==> src/logic/asrpc_pkg.sv <==
`default_nettype none
package asrpc_pkg;
	localparam logic [7:0] OFS_FIRST_CONTROL_REG = 8'h00;
	localparam logic [7:0] OFS_SECOND_CONTROL_REG = 8'h04;
	localparam logic [7:0] OFS_PAUSE = 8'h08;
	localparam logic [7:0] OFS_PWR = 8'h0C;
	localparam logic [7:0] OFS_STAT = 8'h10;
	localparam int CTL_START = 0;
	localparam int CTL_HALT = 1;
	localparam int CTL_ARM = 2;
	localparam int CTL_MODE = 3;
	localparam int CTL_PAR = 5;
	localparam int CTL_SIMULT = 6;
	localparam int CTL_DIV = 8;
	localparam int PWR_PD = 0;
	localparam int PWR_APD = 2;
	localparam int PWR_ASB = 3;
	localparam int PWR_PUD = 4;
	localparam int PWR_PSTS = 16;
	localparam int STA_BUSY = 0;
	localparam int STA_PM = 2;
	localparam int STA_ARM = 5;
	localparam logic [1:0] RST_PD = 2'h3;
	localparam logic [11:0] RST_PUD = 12'h0FF;
	localparam logic [7:0] RST_DIV = 8'h01;
	localparam logic [1:0] RST_MODE = 2'h0;
	localparam int MOSC_KHZ = 8000;
	localparam int STBY_KHZ = 100;
	localparam logic [6:0] STBY_DIV = 7'(MOSC_KHZ / STBY_KHZ);
	localparam logic [1:0] AXI_OKAY = 2'h0;
	localparam logic [1:0] AXI_SLVERR = 2'h2;

	typedef enum logic [1:0] {SM_ONCE, SM_TRIG, SM_LOOP} asrpc_smode_e;
	typedef enum logic [1:0] {SC_IDLE, SC_WAKE, SC_RUN} asrpc_scan_e;
	typedef enum logic [2:0] {PM_OFF, PM_NORMAL, PM_AUTO_SB, PM_AUTO_PD, PM_STANDBY,
		PM_HYBRID} asrpc_pmode_e;

	typedef struct packed {
		logic clk_en;
		logic [1:0] conv_pd;
		logic vref_pd;
		logic sby;
	} asrpc_pwr_s;

	function automatic asrpc_pmode_e pm_decode(input logic [1:0] pd, input logic auto_powerdown_en,
		input logic auto_standby_en, input logic mce, input logic ext, input logic osb, input logic ooff);
		logic sbycfg;
		sbycfg = !ext && osb && !ooff && !auto_standby_en;
		if (&pd || !mce)
			return PM_OFF;
		else if (auto_powerdown_en)
			return sbycfg ? PM_HYBRID : PM_AUTO_PD;
		else if (auto_standby_en)
			return PM_AUTO_SB;
		else
			return sbycfg ? PM_STANDBY : PM_NORMAL;
	endfunction

	function automatic logic needs_delay(input asrpc_pmode_e pm);
		return pm == PM_AUTO_SB || pm == PM_AUTO_PD || pm == PM_HYBRID;
	endfunction

	function automatic logic [31:0] wmerge(input logic [31:0] old, input logic [31:0] d,
		input logic [3:0] strb);
		logic [31:0] r;
		r = old;
		for (int b = 0; b < 4; b++)
			if (strb[b])
				r[b*8 +: 8] = d[b*8 +: 8];
		return r;
	endfunction
endpackage
`default_nettype wire

==> src/logic/asrpc_ctrl.sv <==
// Contract
// Once mode runs the scan one time per start, then idles.
// Triggered mode is once mode without needing to re-arm the trigger.
// Looping restarts on completion; parallel converters restart independently. Here only without simultaneous; with it, either completion restarts both.
// Running loop ignores starts and triggers unless paused.
// Loop ends only by halt bit, never by completion.
// Triggers ignored during a scan unless paused.
// Once mode keeps ignoring triggers until trigger-arm is set again.
// Arm bits re-arm trigger inputs A and B at any time.
// Software changes clock settings only with both converters powered down.
// Normal mode: conversion clock always, no power-up delay.
// Auto-standby: powered, auto-powerdown clear, auto-standby set, clock enabled.
// Standby clock is master oscillator divided by 80, 100 kHz.
// Auto-standby uses conversion clock active, standby clock and low current idle.
// Auto-standby inserts power-up delay at every scan start.
// Auto-powerdown: powered, auto-powerdown set, clock enabled; conversion clock active.
// Auto-powerdown gates clock and powers down converters when idle.
// Auto-powerdown inserts power-up delay at every scan start.
// Standby mode runs continuously at 100 kHz in standby current, no delay.
// Standby mode unavailable with an external oscillator source.
// Hybrid: 100 kHz standby current active, gated and off idle, delay.
// Powerdown: both converters down and clock enable clear shuts everything.
// Reset leaves reference and both converters powered down.
// Starts during the power-up delay are ignored.
// Scan starts on start write or armed trigger rising edge.
// Power mode decided from inputs, applied only while both converters idle.
//
// Decided for this implementation: the AXI4-Lite interface to the registers and the register addresses.
`timescale 1ns/100ps
`default_nettype none
module asrpc_ctrl
	import asrpc_pkg::*;
#(
	parameter int DIV_W = 8,
	parameter int DLY_W = 12
)
(
	input wire logic core_clk,
	input wire logic srst,
	input wire logic [7:0] s_axi_awaddr,
	input wire logic s_axi_awvalid,
	output logic s_axi_awready,
	input wire logic [31:0] s_axi_wdata,
	input wire logic [3:0] s_axi_wstrb,
	input wire logic s_axi_wvalid,
	output logic s_axi_wready,
	output logic [1:0] s_axi_bresp,
	output logic s_axi_bvalid,
	input wire logic s_axi_bready,
	input wire logic [7:0] s_axi_araddr,
	input wire logic s_axi_arvalid,
	output logic s_axi_arready,
	output logic [31:0] s_axi_rdata,
	output logic [1:0] s_axi_rresp,
	output logic s_axi_rvalid,
	input wire logic s_axi_rready,
	input wire logic module_clock_enable,
	input wire logic osc_source_select,
	input wire logic internal_osc_standby,
	input wire logic internal_osc_off,
	input wire logic master_osc_tick,
	input wire logic trigger_input_a,
	input wire logic trigger_input_b,
	input wire logic scan_done_a,
	input wire logic scan_done_b,
	output logic scan_start_a,
	output logic scan_start_b,
	output logic scan_busy_a,
	output logic scan_busy_b,
	output logic unit_clk_en,
	output logic conv_a_pd,
	output logic conv_b_pd,
	output logic vref_pd,
	output logic standby_current
);
	logic awv_q, awv_d, wv_q, wv_d, awr_q, awr_d, wr_q, wr_d;
	logic [7:0] awa_q, awa_d;
	logic [31:0] wd_q, wd_d;
	logic [3:0] ws_q, ws_d;
	logic bv_q, bv_d, arr_q, arr_d, rv_q, rv_d;
	logic [1:0] br_q, br_d, rr_q, rr_d;
	logic [31:0] rd_q, rd_d;
	logic [1:0] mode_q [2];
	logic [1:0] mode_d [2];
	logic [1:0] halt_q, halt_d, pause_q, pause_d, pd_q, pd_d;
	logic par_q, par_d, sim_q, sim_d, apd_q, apd_d, asb_q, asb_d;
	logic [DIV_W-1:0] cdiv_q, cdiv_d;
	logic [DLY_W-1:0] pud_q, pud_d;
	logic [1:0] start_wr, arm_wr;
	logic do_wr;
	asrpc_scan_e st_q [2];
	asrpc_scan_e st_d [2];
	logic [1:0] arm_q, arm_d, trg_q, trg_d, go_d, go_q, busy_d, busy_q, clr, acc_once;
	logic wake_req, indep, dly_done, conv_tick, sb_tick;
	asrpc_pmode_e pm_q, pm_d;
	asrpc_pwr_s pwr_q, pwr_d;
	logic [1:0] psts;

	assign indep = par_q && !sim_q;

	asrpc_div #(.W(DIV_W)) u_conv_div (
		.core_clk(core_clk),
		.srst(srst),
		.in_en(1'b1),
		.div(cdiv_q),
		.out_en(conv_tick)
	);

	// Standby clock: master oscillator over 80
	asrpc_div #(.W(7)) u_sby_div (
		.core_clk(core_clk),
		.srst(srst),
		.in_en(master_osc_tick),
		.div(STBY_DIV),
		.out_en(sb_tick)
	);

	asrpc_pud #(.W(DLY_W)) u_pud (
		.core_clk(core_clk),
		.srst(srst),
		.start(wake_req),
		.tick(pwr_d.clk_en),
		.count(pud_q),
		.done(dly_done)
	);

	// Bus slave and configuration registers
	always_comb
	begin
		logic [31:0] w;
		w = wmerge('0, wd_q, ws_q);
		awv_d = awv_q | (s_axi_awvalid & awr_q);
		wv_d = wv_q | (s_axi_wvalid & wr_q);
		awa_d = (s_axi_awvalid & awr_q) ? s_axi_awaddr : awa_q;
		wd_d = (s_axi_wvalid & wr_q) ? s_axi_wdata : wd_q;
		ws_d = (s_axi_wvalid & wr_q) ? s_axi_wstrb : ws_q;
		bv_d = bv_q & ~s_axi_bready;
		br_d = br_q;
		mode_d = mode_q;
		halt_d = halt_q;
		pause_d = pause_q;
		pd_d = pd_q;
		par_d = par_q;
		sim_d = sim_q;
		apd_d = apd_q;
		asb_d = asb_q;
		cdiv_d = cdiv_q;
		pud_d = pud_q;
		start_wr = '0;
		arm_wr = '0;
		do_wr = awv_q && wv_q && !bv_q;
		if (do_wr)
		begin
			awv_d = 1'b0;
			wv_d = 1'b0;
			bv_d = 1'b1;
			br_d = AXI_OKAY;
			case (awa_q)
				OFS_FIRST_CONTROL_REG:
				begin
					w = wmerge({25'h0000000, sim_q, par_q, mode_q[0], 1'b0, halt_q[0], 1'b0},
						wd_q, ws_q);
					start_wr[0] = w[CTL_START];
					arm_wr[0] = w[CTL_ARM];
					halt_d[0] = w[CTL_HALT];
					mode_d[0] = w[CTL_MODE +: 2];
					par_d = w[CTL_PAR];
					sim_d = w[CTL_SIMULT];
				end
				OFS_SECOND_CONTROL_REG:
				begin
					w = wmerge({(32-CTL_DIV-DIV_W)'(0), cdiv_q, 3'h0, mode_q[1], 1'b0,
						halt_q[1], 1'b0}, wd_q, ws_q);
					start_wr[1] = w[CTL_START];
					arm_wr[1] = w[CTL_ARM];
					halt_d[1] = w[CTL_HALT];
					mode_d[1] = w[CTL_MODE +: 2];
					cdiv_d = w[CTL_DIV +: DIV_W];
				end
				OFS_PAUSE:
					pause_d = wd_q[1:0] & {2{ws_q[0]}} | pause_q & ~{2{ws_q[0]}};
				OFS_PWR:
				begin
					w = wmerge({(32-PWR_PUD-DLY_W)'(0), pud_q, asb_q, apd_q, pd_q},
						wd_q, ws_q);
					pd_d = w[PWR_PD +: 2];
					apd_d = w[PWR_APD];
					asb_d = w[PWR_ASB];
					pud_d = w[PWR_PUD +: DLY_W];
				end
				OFS_STAT:
					br_d = AXI_OKAY;
				default:
					br_d = AXI_SLVERR;
			endcase
		end
		awr_d = !awv_d;
		wr_d = !wv_d;
		rv_d = rv_q & ~s_axi_rready;
		rd_d = rd_q;
		rr_d = rr_q;
		if (s_axi_arvalid && arr_q)
		begin
			rv_d = 1'b1;
			rr_d = AXI_OKAY;
			case (s_axi_araddr)
				OFS_FIRST_CONTROL_REG:
					rd_d = 32'({sim_q, par_q, mode_q[0], arm_q[0], halt_q[0], 1'b0});
				OFS_SECOND_CONTROL_REG:
					rd_d = 32'({cdiv_q, 3'h0, mode_q[1], arm_q[1], halt_q[1], 1'b0});
				OFS_PAUSE:
					rd_d = 32'(pause_q);
				OFS_PWR:
					rd_d = 32'({psts, pud_q, asb_q, apd_q, pd_q});
				OFS_STAT:
					rd_d = 32'({arm_q, pm_q, busy_q});
				default:
				begin
					rd_d = '0;
					rr_d = AXI_SLVERR;
				end
			endcase
		end
		arr_d = !rv_d;
	end

	always_ff @(posedge core_clk)
	begin
		if (srst)
		begin
			{awv_q, wv_q, bv_q, rv_q} <= '0;
			{awr_q, wr_q, arr_q} <= '0;
			awa_q <= '0;
			wd_q <= '0;
			ws_q <= '0;
			br_q <= AXI_OKAY;
			rr_q <= AXI_OKAY;
			rd_q <= '0;
			mode_q <= '{RST_MODE, RST_MODE};
			halt_q <= '0;
			pause_q <= '0;
			pd_q <= RST_PD;
			{par_q, sim_q, apd_q, asb_q} <= '0;
			cdiv_q <= RST_DIV;
			pud_q <= RST_PUD;
		end
		else
		begin
			{awv_q, wv_q, bv_q, rv_q} <= {awv_d, wv_d, bv_d, rv_d};
			{awr_q, wr_q, arr_q} <= {awr_d, wr_d, arr_d};
			awa_q <= awa_d;
			wd_q <= wd_d;
			ws_q <= ws_d;
			br_q <= br_d;
			rr_q <= rr_d;
			rd_q <= rd_d;
			mode_q <= mode_d;
			halt_q <= halt_d;
			pause_q <= pause_d;
			pd_q <= pd_d;
			{par_q, sim_q, apd_q, asb_q} <= {par_d, sim_d, apd_d, asb_d};
			cdiv_q <= cdiv_d;
			pud_q <= pud_d;
		end
	end

	// Scan engines, one per converter; B follows A unless independent parallel
	always_comb
	begin
		int o;
		asrpc_smode_e m;
		logic edg, acc, go, done;
		o = 0;
		m = SM_ONCE;
		{edg, acc, go, done} = '0;
		st_d = st_q;
		trg_d = {trigger_input_b, trigger_input_a};
		go_d = '0;
		clr = '0;
		acc_once = '0;
		wake_req = 1'b0;
		for (int i = 0; i < 2; i++)
		begin
			o = (i == 1 && indep) ? 1 : 0;
			m = asrpc_smode_e'(mode_q[o]);
			edg = trg_d[o] & ~trg_q[o];
			acc = arm_q[o] & edg;
			go = start_wr[o] | acc;
			done = indep ? (i == 0 ? scan_done_a : scan_done_b) :
				(scan_done_a | (par_q & scan_done_b));
			case (st_q[i])
				SC_IDLE:
					if (go && !halt_q[o] && pm_q != PM_OFF)
					begin
						if (needs_delay(pm_q))
						begin
							st_d[i] = SC_WAKE;
							wake_req = 1'b1;
						end
						else
						begin
							st_d[i] = SC_RUN;
							go_d[i] = 1'b1;
						end
						clr[o] = acc && m != SM_TRIG && m != SM_LOOP;
						acc_once[i] = clr[o];
					end
				SC_WAKE:
					if (halt_q[o])
						st_d[i] = SC_IDLE;
					else if (dly_done)
					begin
						st_d[i] = SC_RUN;
						go_d[i] = 1'b1;
					end
				SC_RUN:
					if (halt_q[o])
						st_d[i] = SC_IDLE;
					else if (pause_q[o] && go)
					begin
						go_d[i] = 1'b1;
						clr[o] = acc && m != SM_TRIG && m != SM_LOOP;
					end
					else if (done)
					begin
						if (m == SM_LOOP)
							go_d[i] = 1'b1;
						else
							st_d[i] = SC_IDLE;
					end
				default:
					st_d[i] = SC_IDLE;
			endcase
		end
		for (int j = 0; j < 2; j++)
		begin
			busy_d[j] = st_d[j] != SC_IDLE;
			arm_d[j] = (arm_q[j] & ~clr[j]) | arm_wr[j];
		end
	end

	always_ff @(posedge core_clk)
	begin
		if (srst)
		begin
			st_q <= '{SC_IDLE, SC_IDLE};
			arm_q <= '0;
			trg_q <= '0;
			go_q <= '0;
			busy_q <= '0;
		end
		else
		begin
			st_q <= st_d;
			arm_q <= arm_d;
			trg_q <= trg_d;
			go_q <= go_d;
			busy_q <= busy_d;
		end
	end

	// Power mode selection and unit clock source
	always_comb
	begin
		logic act;
		act = st_q[0] != SC_IDLE || st_q[1] != SC_IDLE;
		pm_d = act ? pm_q : pm_decode(pd_q, apd_q, asb_q, module_clock_enable,
			osc_source_select, internal_osc_standby, internal_osc_off);
		pwr_d = '0;
		case (pm_q)
			PM_NORMAL:
				pwr_d.clk_en = conv_tick;
			PM_AUTO_SB:
			begin
				pwr_d.clk_en = act ? conv_tick : sb_tick;
				pwr_d.sby = !act;
			end
			PM_AUTO_PD:
				pwr_d.clk_en = act & conv_tick;
			PM_STANDBY:
			begin
				pwr_d.clk_en = sb_tick;
				pwr_d.sby = 1'b1;
			end
			PM_HYBRID:
			begin
				pwr_d.clk_en = act & sb_tick;
				pwr_d.sby = act;
			end
			default:
				pwr_d.clk_en = 1'b0;
		endcase
		for (int k = 0; k < 2; k++)
			pwr_d.conv_pd[k] = pd_q[k] || pm_q == PM_OFF ||
				((pm_q == PM_AUTO_PD || pm_q == PM_HYBRID) && st_q[k] == SC_IDLE);
		pwr_d.vref_pd = &pd_q || pm_q == PM_OFF;
		for (int k = 0; k < 2; k++)
			psts[k] = pwr_q.conv_pd[k] || st_q[k] == SC_WAKE;
	end

	always_ff @(posedge core_clk)
	begin
		if (srst)
		begin
			pm_q <= PM_OFF;
			pwr_q <= '{clk_en: 1'b0, conv_pd: RST_PD, vref_pd: 1'b1, sby: 1'b0};
		end
		else
		begin
			pm_q <= pm_d;
			pwr_q <= pwr_d;
		end
	end

	assign {s_axi_awready, s_axi_wready, s_axi_arready} = {awr_q, wr_q, arr_q};
	assign {s_axi_bvalid, s_axi_bresp, s_axi_rvalid} = {bv_q, br_q, rv_q};
	assign {s_axi_rdata, s_axi_rresp} = {rd_q, rr_q};
	assign {scan_start_b, scan_start_a, scan_busy_b, scan_busy_a} = {go_q, busy_q};
	assign {unit_clk_en, conv_b_pd, conv_a_pd} = {pwr_q.clk_en, pwr_q.conv_pd};
	assign {vref_pd, standby_current} = {pwr_q.vref_pd, pwr_q.sby};
endmodule
`default_nettype wire

==> src/logic/asrpc_div.sv <==
`timescale 1ns/100ps
`default_nettype none
module asrpc_div
	import asrpc_pkg::*;
#(
	parameter int W = 8
)
(
	input wire logic core_clk,
	input wire logic srst,
	input wire logic in_en,
	input wire logic [W-1:0] div,
	output logic out_en
);
	logic [W-1:0] cnt_q;
	logic [W-1:0] cnt_d;
	logic tick_q;
	logic tick_d;

	// One output pulse per div input pulses; div of zero acts as one
	always_comb
	begin
		cnt_d = cnt_q;
		tick_d = 1'b0;
		if (in_en)
		begin
			if (({1'b0, cnt_q} + (W+1)'(1)) >= {1'b0, div})
			begin
				cnt_d = '0;
				tick_d = 1'b1;
			end
			else
				cnt_d = cnt_q + W'(1);
		end
	end

	always_ff @(posedge core_clk)
	begin
		if (srst)
		begin
			cnt_q <= '0;
			tick_q <= 1'b0;
		end
		else
		begin
			cnt_q <= cnt_d;
			tick_q <= tick_d;
		end
	end

	assign out_en = tick_q;
endmodule
`default_nettype wire

==> src/logic/asrpc_pud.sv <==
`timescale 1ns/100ps
`default_nettype none
module asrpc_pud
	import asrpc_pkg::*;
#(
	parameter int W = 12
)
(
	input wire logic core_clk,
	input wire logic srst,
	input wire logic start,
	input wire logic tick,
	input wire logic [W-1:0] count,
	output logic done
);
	logic busy_q;
	logic busy_d;
	logic [W-1:0] cnt_q;
	logic [W-1:0] cnt_d;
	logic done_q;
	logic done_d;

	// Counts unit clock ticks of the power-up delay
	always_comb
	begin
		busy_d = busy_q;
		cnt_d = cnt_q;
		done_d = 1'b0;
		if (!busy_q)
		begin
			if (start)
			begin
				busy_d = 1'b1;
				cnt_d = count;
			end
		end
		else if (tick)
		begin
			if (cnt_q <= W'(1))
			begin
				busy_d = 1'b0;
				done_d = 1'b1;
			end
			else
				cnt_d = cnt_q - W'(1);
		end
	end

	always_ff @(posedge core_clk)
	begin
		if (srst)
		begin
			busy_q <= 1'b0;
			cnt_q <= '0;
			done_q <= 1'b0;
		end
		else
		begin
			busy_q <= busy_d;
			cnt_q <= cnt_d;
			done_q <= done_d;
		end
	end

	assign done = done_q;
endmodule
`default_nettype wire

==> config.mk <==
export PLATFORM = sky130hd
export DESIGN_NAME = asrpc_ctrl
export DESIGN_NICKNAME = d
export VERILOG_FILES = /design/src/logic/asrpc_pkg.sv /design/src/logic/asrpc_ctrl.sv /design/src/logic/asrpc_div.sv /design/src/logic/asrpc_pud.sv
export SDC_FILE = /design/constraint.sdc
export NUM_CORES = 1
export LEC_CHECK = 0
export BUFFER_PORTS_ARGS = -buffer_cell sky130_fd_sc_hd__buf_2
export CORE_ASPECT_RATIO = 2
export CORE_UTILIZATION = 25
export DETAILED_ROUTE_END_ITERATION = 6
export GPL_TIMING_DRIVEN = 0
export PLACE_DENSITY = 0.49
export SKIP_LAST_GASP = 1
export SYNTH_ARGS = -nofsm -noshare
export SYNTH_HDL_FRONTEND = slang
export SYNTH_SLANG_ARGS = --single-unit
==> constraint.sdc <==
create_clock -name core_clk -period 2.2 [get_ports core_clk]
set_clock_uncertainty 0.05 [all_clocks]
set_input_delay 0.11 -clock core_clk [delete_from_list [all_inputs] [get_ports core_clk]]
set_output_delay 0.11 -clock core_clk [all_outputs]
set_load 0.1 [all_outputs]
== Word level (Yosys, flattened, before mapping) ==
Index checks and enable logic that the tools add are counted.
Word-level totals
  bits in registers: 154
Operators by class
  add/subtract/negate cells: 5
  $lt $le $gt $ge: 6
  equal/unequal tests: 25
  muxes and demuxes: 109
  bitwise operators: 34
  reductions and logical operators: 68
Operator list (number)
  $pmux 18 s5: 1
  $mux 1: 61
  $mux 2: 25
  $mux 12: 4
  $eq 8x4->1 const B: 4
  $ge 32x2->1 const B: 1
  $not 1->32: 1
  $mux 3: 7
  $logic_and 1x1->1: 20
  $reduce_and 3->1: 6
  $eq 8x3->1 const B: 2
  $eq 8x5->1 const B: 2
  $logic_not 8->1: 2
  $and 1x1->1: 13
  $le 12x1->1 const B: 1
  $logic_not 1->1: 12
  $logic_or 1x1->1: 12
  $pmux 2 s3: 2
  $sub 12x1->12 const B: 1
  $reduce_bool 2->1: 5
  $reduce_or 5->1: 2
  $add 8x1->9 const B: 1
  $ge 9x8->1: 1
  $not 1->1: 9
  other kinds (30): 52

== Logic depth before layout (Yosys ltp) ==
  word-level depth: 18
  gate-level depth with buffers: 9

== Cells and area by module ==
Synthesis repeated with hierarchy kept, for this count alone.
Unflattened totals
  cells, all modules: 829
  area total of the unflattened synthesis: 6952.9 um2
By module, submodules not included
  asrpc_ctrl: times used 1, cells an instance 553, area an instance 4634.4 um2, seq. area each 2142.1 um2
  asrpc_pud: times used 1, cells an instance 125, area an instance 1009.7 um2, seq. area each 280.3 um2
  asrpc_div (u_conv_div): times used 1, cells an instance 74, area an instance 670.6 um2, seq. area each 180.2 um2
  asrpc_div (u_sby_div): times used 1, cells an instance 77, area an instance 638.1 um2, seq. area each 160.2 um2

== Worst setup path after synthesis ==
Ideal clock, no wire load.
  path type: register to register
  start point: reg bv_q, in the netlist s_axi_bvalid
  end point: reg u_pud.cnt_q[4]
  arrival time: 2395 ps
  setup slack: -363 ps
  cell stages (with the launch flop): 8
  path through: dfxtp_1 > nor4bb_1 > and4bb_2 > a41oi_4 > nor4_4 > or2_0 > buf_6 > a32o_1
Between the ends
  longest elaborated chain between the ends: 13
  elaborated cells between the ends (all ways): 19
RTL lines
  start: declaration: line asrpc_ctrl.sv:80  | logic bv_q, bv_d, arr_q, arr_d, rv_q, rv_d;
  start signal: assignment: line asrpc_ctrl.sv:249  | {awv_q, wv_q, bv_q, rv_q} <= {awv_d, wv_d, bv_d, rv_d};
  $logic_not 1->1 (*): line asrpc_ctrl.sv:151  | do_wr = awv_q && wv_q && !bv_q;
  $logic_and 1x1->1 (*): line asrpc_ctrl.sv:151
  $mux 2 (*): line asrpc_ctrl.sv:152  | if (do_wr)
  $or 1x1->1 or $mux 1 (tied branches): line asrpc_ctrl.sv:288  | go = start_wr[o] | acc;
  $logic_and 1x1->1 or $mux 1 (tied branches) (2 in series): line asrpc_ctrl.sv:293, asrpc_ctrl.sv:288
  $mux 1 or $or 1x1->1 (tied branches): line asrpc_ctrl.sv:293, asrpc_ctrl.sv:288
  $mux 1 or $logic_and 1x1->1 (tied branches): line asrpc_ctrl.sv:291, asrpc_ctrl.sv:293
  $mux 1 or $logic_and 1x1->1 (tied branches): line asrpc_ctrl.sv:295, asrpc_ctrl.sv:293
  $mux 1: line asrpc_ctrl.sv:293  | if (go && !halt_q[o] && pm_q != PM_OFF)
  $mux 1 (*): line asrpc_ctrl.sv:291  | case (st_q[i])
  $reduce_bool 2->1 (no line) (*)
  $reduce_and 3->1 (no line) (*)
  end signal: assignment: line asrpc_pud.sv:60  | cnt_q <= cnt_d;
  end: declaration: line asrpc_pud.sv:18  | logic [W-1:0] cnt_q;
Every way passes the cells marked *; elsewhere a longest branch is shown, timed or not. The select of a mux whose other input is x is not followed.
A chain may end at the register's enable or synchronous reset.

== Worst setup path after layout ==
  start point: reg par_q
  end point: reg u_pud.cnt_q[11]
Between the ends
  longest elaborated chain between the ends: 15
  elaborated cells between the ends (all ways): 28
RTL lines
  start: declaration: line asrpc_ctrl.sv:86  | logic par_q, par_d, sim_q, sim_d, apd_q, apd_d, asb_q, asb_d;
  start signal: assignment: line asrpc_ctrl.sv:261  | {par_q, sim_q, apd_q, asb_q} <= {par_d, sim_d, apd_d, asb_d};
  $logic_and 1x1->1 (*): line asrpc_ctrl.sv:99  | assign indep = par_q && !sim_q;
  $mux 1 (*): line asrpc_ctrl.sv:284  | o = (i == 1 && indep) ? 1 : 0;
  $mux 1 (implied by the code) (3 in series): line asrpc_ctrl.sv:286  | edg = trg_d[o] & ~trg_q[o];
  $not 1->1: line asrpc_ctrl.sv:286
  $and 1x1->1: line asrpc_ctrl.sv:286
  $and 1x1->1: line asrpc_ctrl.sv:287  | acc = arm_q[o] & edg;
  $or 1x1->1: line asrpc_ctrl.sv:288
  $logic_and 1x1->1 (*) (2 in series): line asrpc_ctrl.sv:293
  $mux 1 (*): line asrpc_ctrl.sv:293
  $mux 1 (*): line asrpc_ctrl.sv:291
  $reduce_bool 2->1 (no line) (*)
  $reduce_and 3->1 (no line) (*)
Marks and branches as above.

==> results.json <==
{
  "ios": 118,
  "grt_pass1_wl_um": 36300,
  "irDropWorstVdd_mv": 0.547,
  "drive_gt1_share_pct": 22.4,
  "grt_max_degree": 17,
  "worstSkewPairLatency_ns": 0.44,
  "rsz0062_at_grt": "yes",
  "cts_tree": "done",
  "cts_sinks": 138,
  "drtPass1Iterations": 6,
  "avgSynthCellArea_um2": 8.27,
  "worstPathMaxFanout": 8,
  "gp_congestion": 0.907,
  "period_needed_ns": 2.51,
  "dr_total_vias": 6522,
  "nets": 1059,
  "finalSetupViolCount": 17,
  "hold_path_class": "input pin to flop",
  "synth_cell_types": 77,
  "slew_headroom_pct": 37.8,
  "syn_to_final_growth_pct": 32.8,
  "fmax_ghz": 0.399,
  "cp-end-kind": "flop",
  "ant_nets": 0,
  "placement_rows": 84,
  "die_area_um2": 27600,
  "worst_ep_required_time_ns": 2.42,
  "switching_share_pct": 26.0,
  "cap_violations": 0,
  "diodes": 0,
  "synth_area_um2": 6740,
  "drt_wl_total_um": 23900,
  "startpoint_type": "flop",
  "wl_per_cell_um": 17.9,
  "dp_hpwl_um": 18200,
  "root_buffer": "clkbuf_16",
  "yosysWarnings": 0,
  "n_fill_cell": 2756,
  "cts_buffer_depth": 2,
  "clkSlewWorstSetupHoldPaths_ns": 0.06,
  "power.net_switching_w": 0.00158,
  "ys.flop_type": "dfxtp_1",
  "port_buffers": 81,
  "worstMarginPinSlew_ns": 0.932,
  "maxSlewViolCount": 0,
  "ys_seq_area_share_pct": 41.0,
  "seq_power_share_pct": 42.5,
  "die_width_um": 118,
  "fin_ws_ns": -0.309,
  "via_per_inst": 4.88,
  "final_cell_mix": "dfxtp_1 (129), nand2_1 (119), a21oi_1 (83), buf_2 (81), nor2_1 (66)",
  "p_clk_share_pct": 48.4,
  "start_util_pct": 25.5,
  "powerDensity_nw_per_um2": 678,
  "post-route-util_pct": 33.9,
  "synth-seq-cells": 138,
  "ctsHtreeMaxLevel": 4,
  "antenna_found_initial": 0,
  "grt-ovfl-total": 0,
  "numCtsBuffers": 17,
  "layout_commonest_cell": "dfxtp_1",
  "failed_checks": "negative setup slack",
  "worst-setup-path-type": "flop to flop",
  "p_leak_nw": 3.54,
  "grt_pass1_vias": 6454,
  "async_reset_ff_share_pct": 0,
  "tns_ns": -3.38,
  "period_share_pct": 114,
  "status": "finished with violations",
  "die_h_um": 234,
  "synth_edf_count": 0,
  "crit_arrival_ns": 2.73,
  "route.detailed.drc": 0,
  "core_um2": 26400,
  "finalHoldViolations": 0,
  "syn_inst": 815,
  "drt_first_iter_violations": 352,
  "comb_power_share_pct": 9.1,
  "p_int_w": 0.00449,
  "grt_usage_pct": 17.6
}
==> metal layers <==
metal,track usage (%),vias up,wire length (µm)
li1,-,3197,-
met1,15.6,3096,8260
met2,35.7,172,13400
met3,3.65,57,880
met4,10.7,0,1270
met5,0,-,0
==> per-stage QoR <==
step	total power [W]	setup WS [ns]	hold WS, ns	cells	area, µm²
3_5_place_dp	0.00314	-0.710	0.310	1255	7660
4_1_cts	0.00614	-0.304	0.00912	1332	8800
5_1_grt	0.00628	-0.383	0.0518	1336	8950
6_report	0.00607	-0.309	0.0428	1336	8950
2_1_floorplan	0.00298	-0.0864	0.188	830	6830
3_3_place_gp	0.00313	-0.688	0.308	1255	7660
==> layout make-up <==
type	instances	area, µm²	share of cell area (%)
multi-input combinational	602	3800	42.5
timing repair buffer	136	928	10.4
clock inverter	9	111	1.24
clock buffer	23	488	5.45
inverter	28	108	1.20
tap	344	430	4.81
buffer	56	303	3.38
sequential	138	2780	31.1
==> sequential cells by signal, summed over array words and instances, names as in the netlist, 2 cells and up, named ones only <==
| name | cells |
|---|---|
| busy_q | 2 |
| u_pud.cnt_q | 12 |
| s_axi_rdata | 18 |
| arm_q | 2 |
| cdiv_q | 8 |
| pm_q | 3 |
| trg_q | 2 |
| u_sby_div.cnt_q | 7 |
| st_q | 4 |
| pud_q | 12 |
| halt_q | 2 |
| awa_q | 8 |
| wd_q | 16 |
| ws_q | 2 |
| go_q | 2 |
| pd_q | 2 |
| u_conv_div.cnt_q | 8 |
| mode_q | 4 |
==> worst max-delay path, cell delays in order (launching register included) <==
cell      delay (ns)
dfxtp_4         0.36
nor2b_4         0.18
mux2i_4         0.38
or4b_4          0.54
nor4_4          0.22
buf_4           0.19
buf_6           0.10
or2_0           0.12
buf_6           0.15
a221oi_2        0.06
==> Yosys cell counts (12+ instances only) <==
cell      instances  area, µm²
a21oi_1          86        430
buf_4            17        128
clkbuf_1         38        143
dfxtp_1         138       2760
ha_1             12        150
inv_1            27        101
mux2i_1          34        340
nand2_1         119        447
nand3_1          41        205
nor2_1           71        267
nor3_1           23        115
o21ai_0          26        130
==> path summary, 6_finish.rpt <==
path,slack (ns),start,depth (start not counted),to
max,-0.31,par_q,9,u_pud.cnt_q[11]
min,0.04,s_axi_awvalid,3,awa_q[7]
max reg2reg,-0.31,par_q,9,u_pud.cnt_q[11]
min reg2reg,0.40,s_axi_rdata[16],2,s_axi_rdata[16]
==> logic make-up after synthesis <==
kind of cell	count (synthesis)	share of synthesized area, %
AO/OA/AOI/OAI	194	19.3
buffers and inverters	90	6.11
XOR/XNOR	10	1.30
flip-flops	138	41.0
other	1	0.0557
adder cells (fa/ha/maj)	12	2.23
multiplexers	38	5.78
AND/OR/NAND/NOR	332	24.3
==> power by group through the flow <==
stage | registers (W) | clock network, W | logic, W
5_1_grt | 0.00258 | 0.00311 | 0.000589
3_3_place_gp | 0.00263 | 0 | 0.000505
6_report | 0.00258 | 0.00294 | 0.000553
2_1_floorplan | 0.00268 | 0 | 0.000304
3_5_place_dp | 0.00263 | 0 | 0.000508
4_1_cts | 0.00257 | 0.00301 | 0.000556
==> what timing repair did <==
action                                  CTS  global route
endpoints found under the setup margin   49            54
pin swaps                                 8            19
hold endpoints to repair                 34             1
hold buffers                             32             1
gates resized for setup                  39            27
cloned                                    0             0
setup buffers                            14            10
Power figures use the tool's default switching activity.
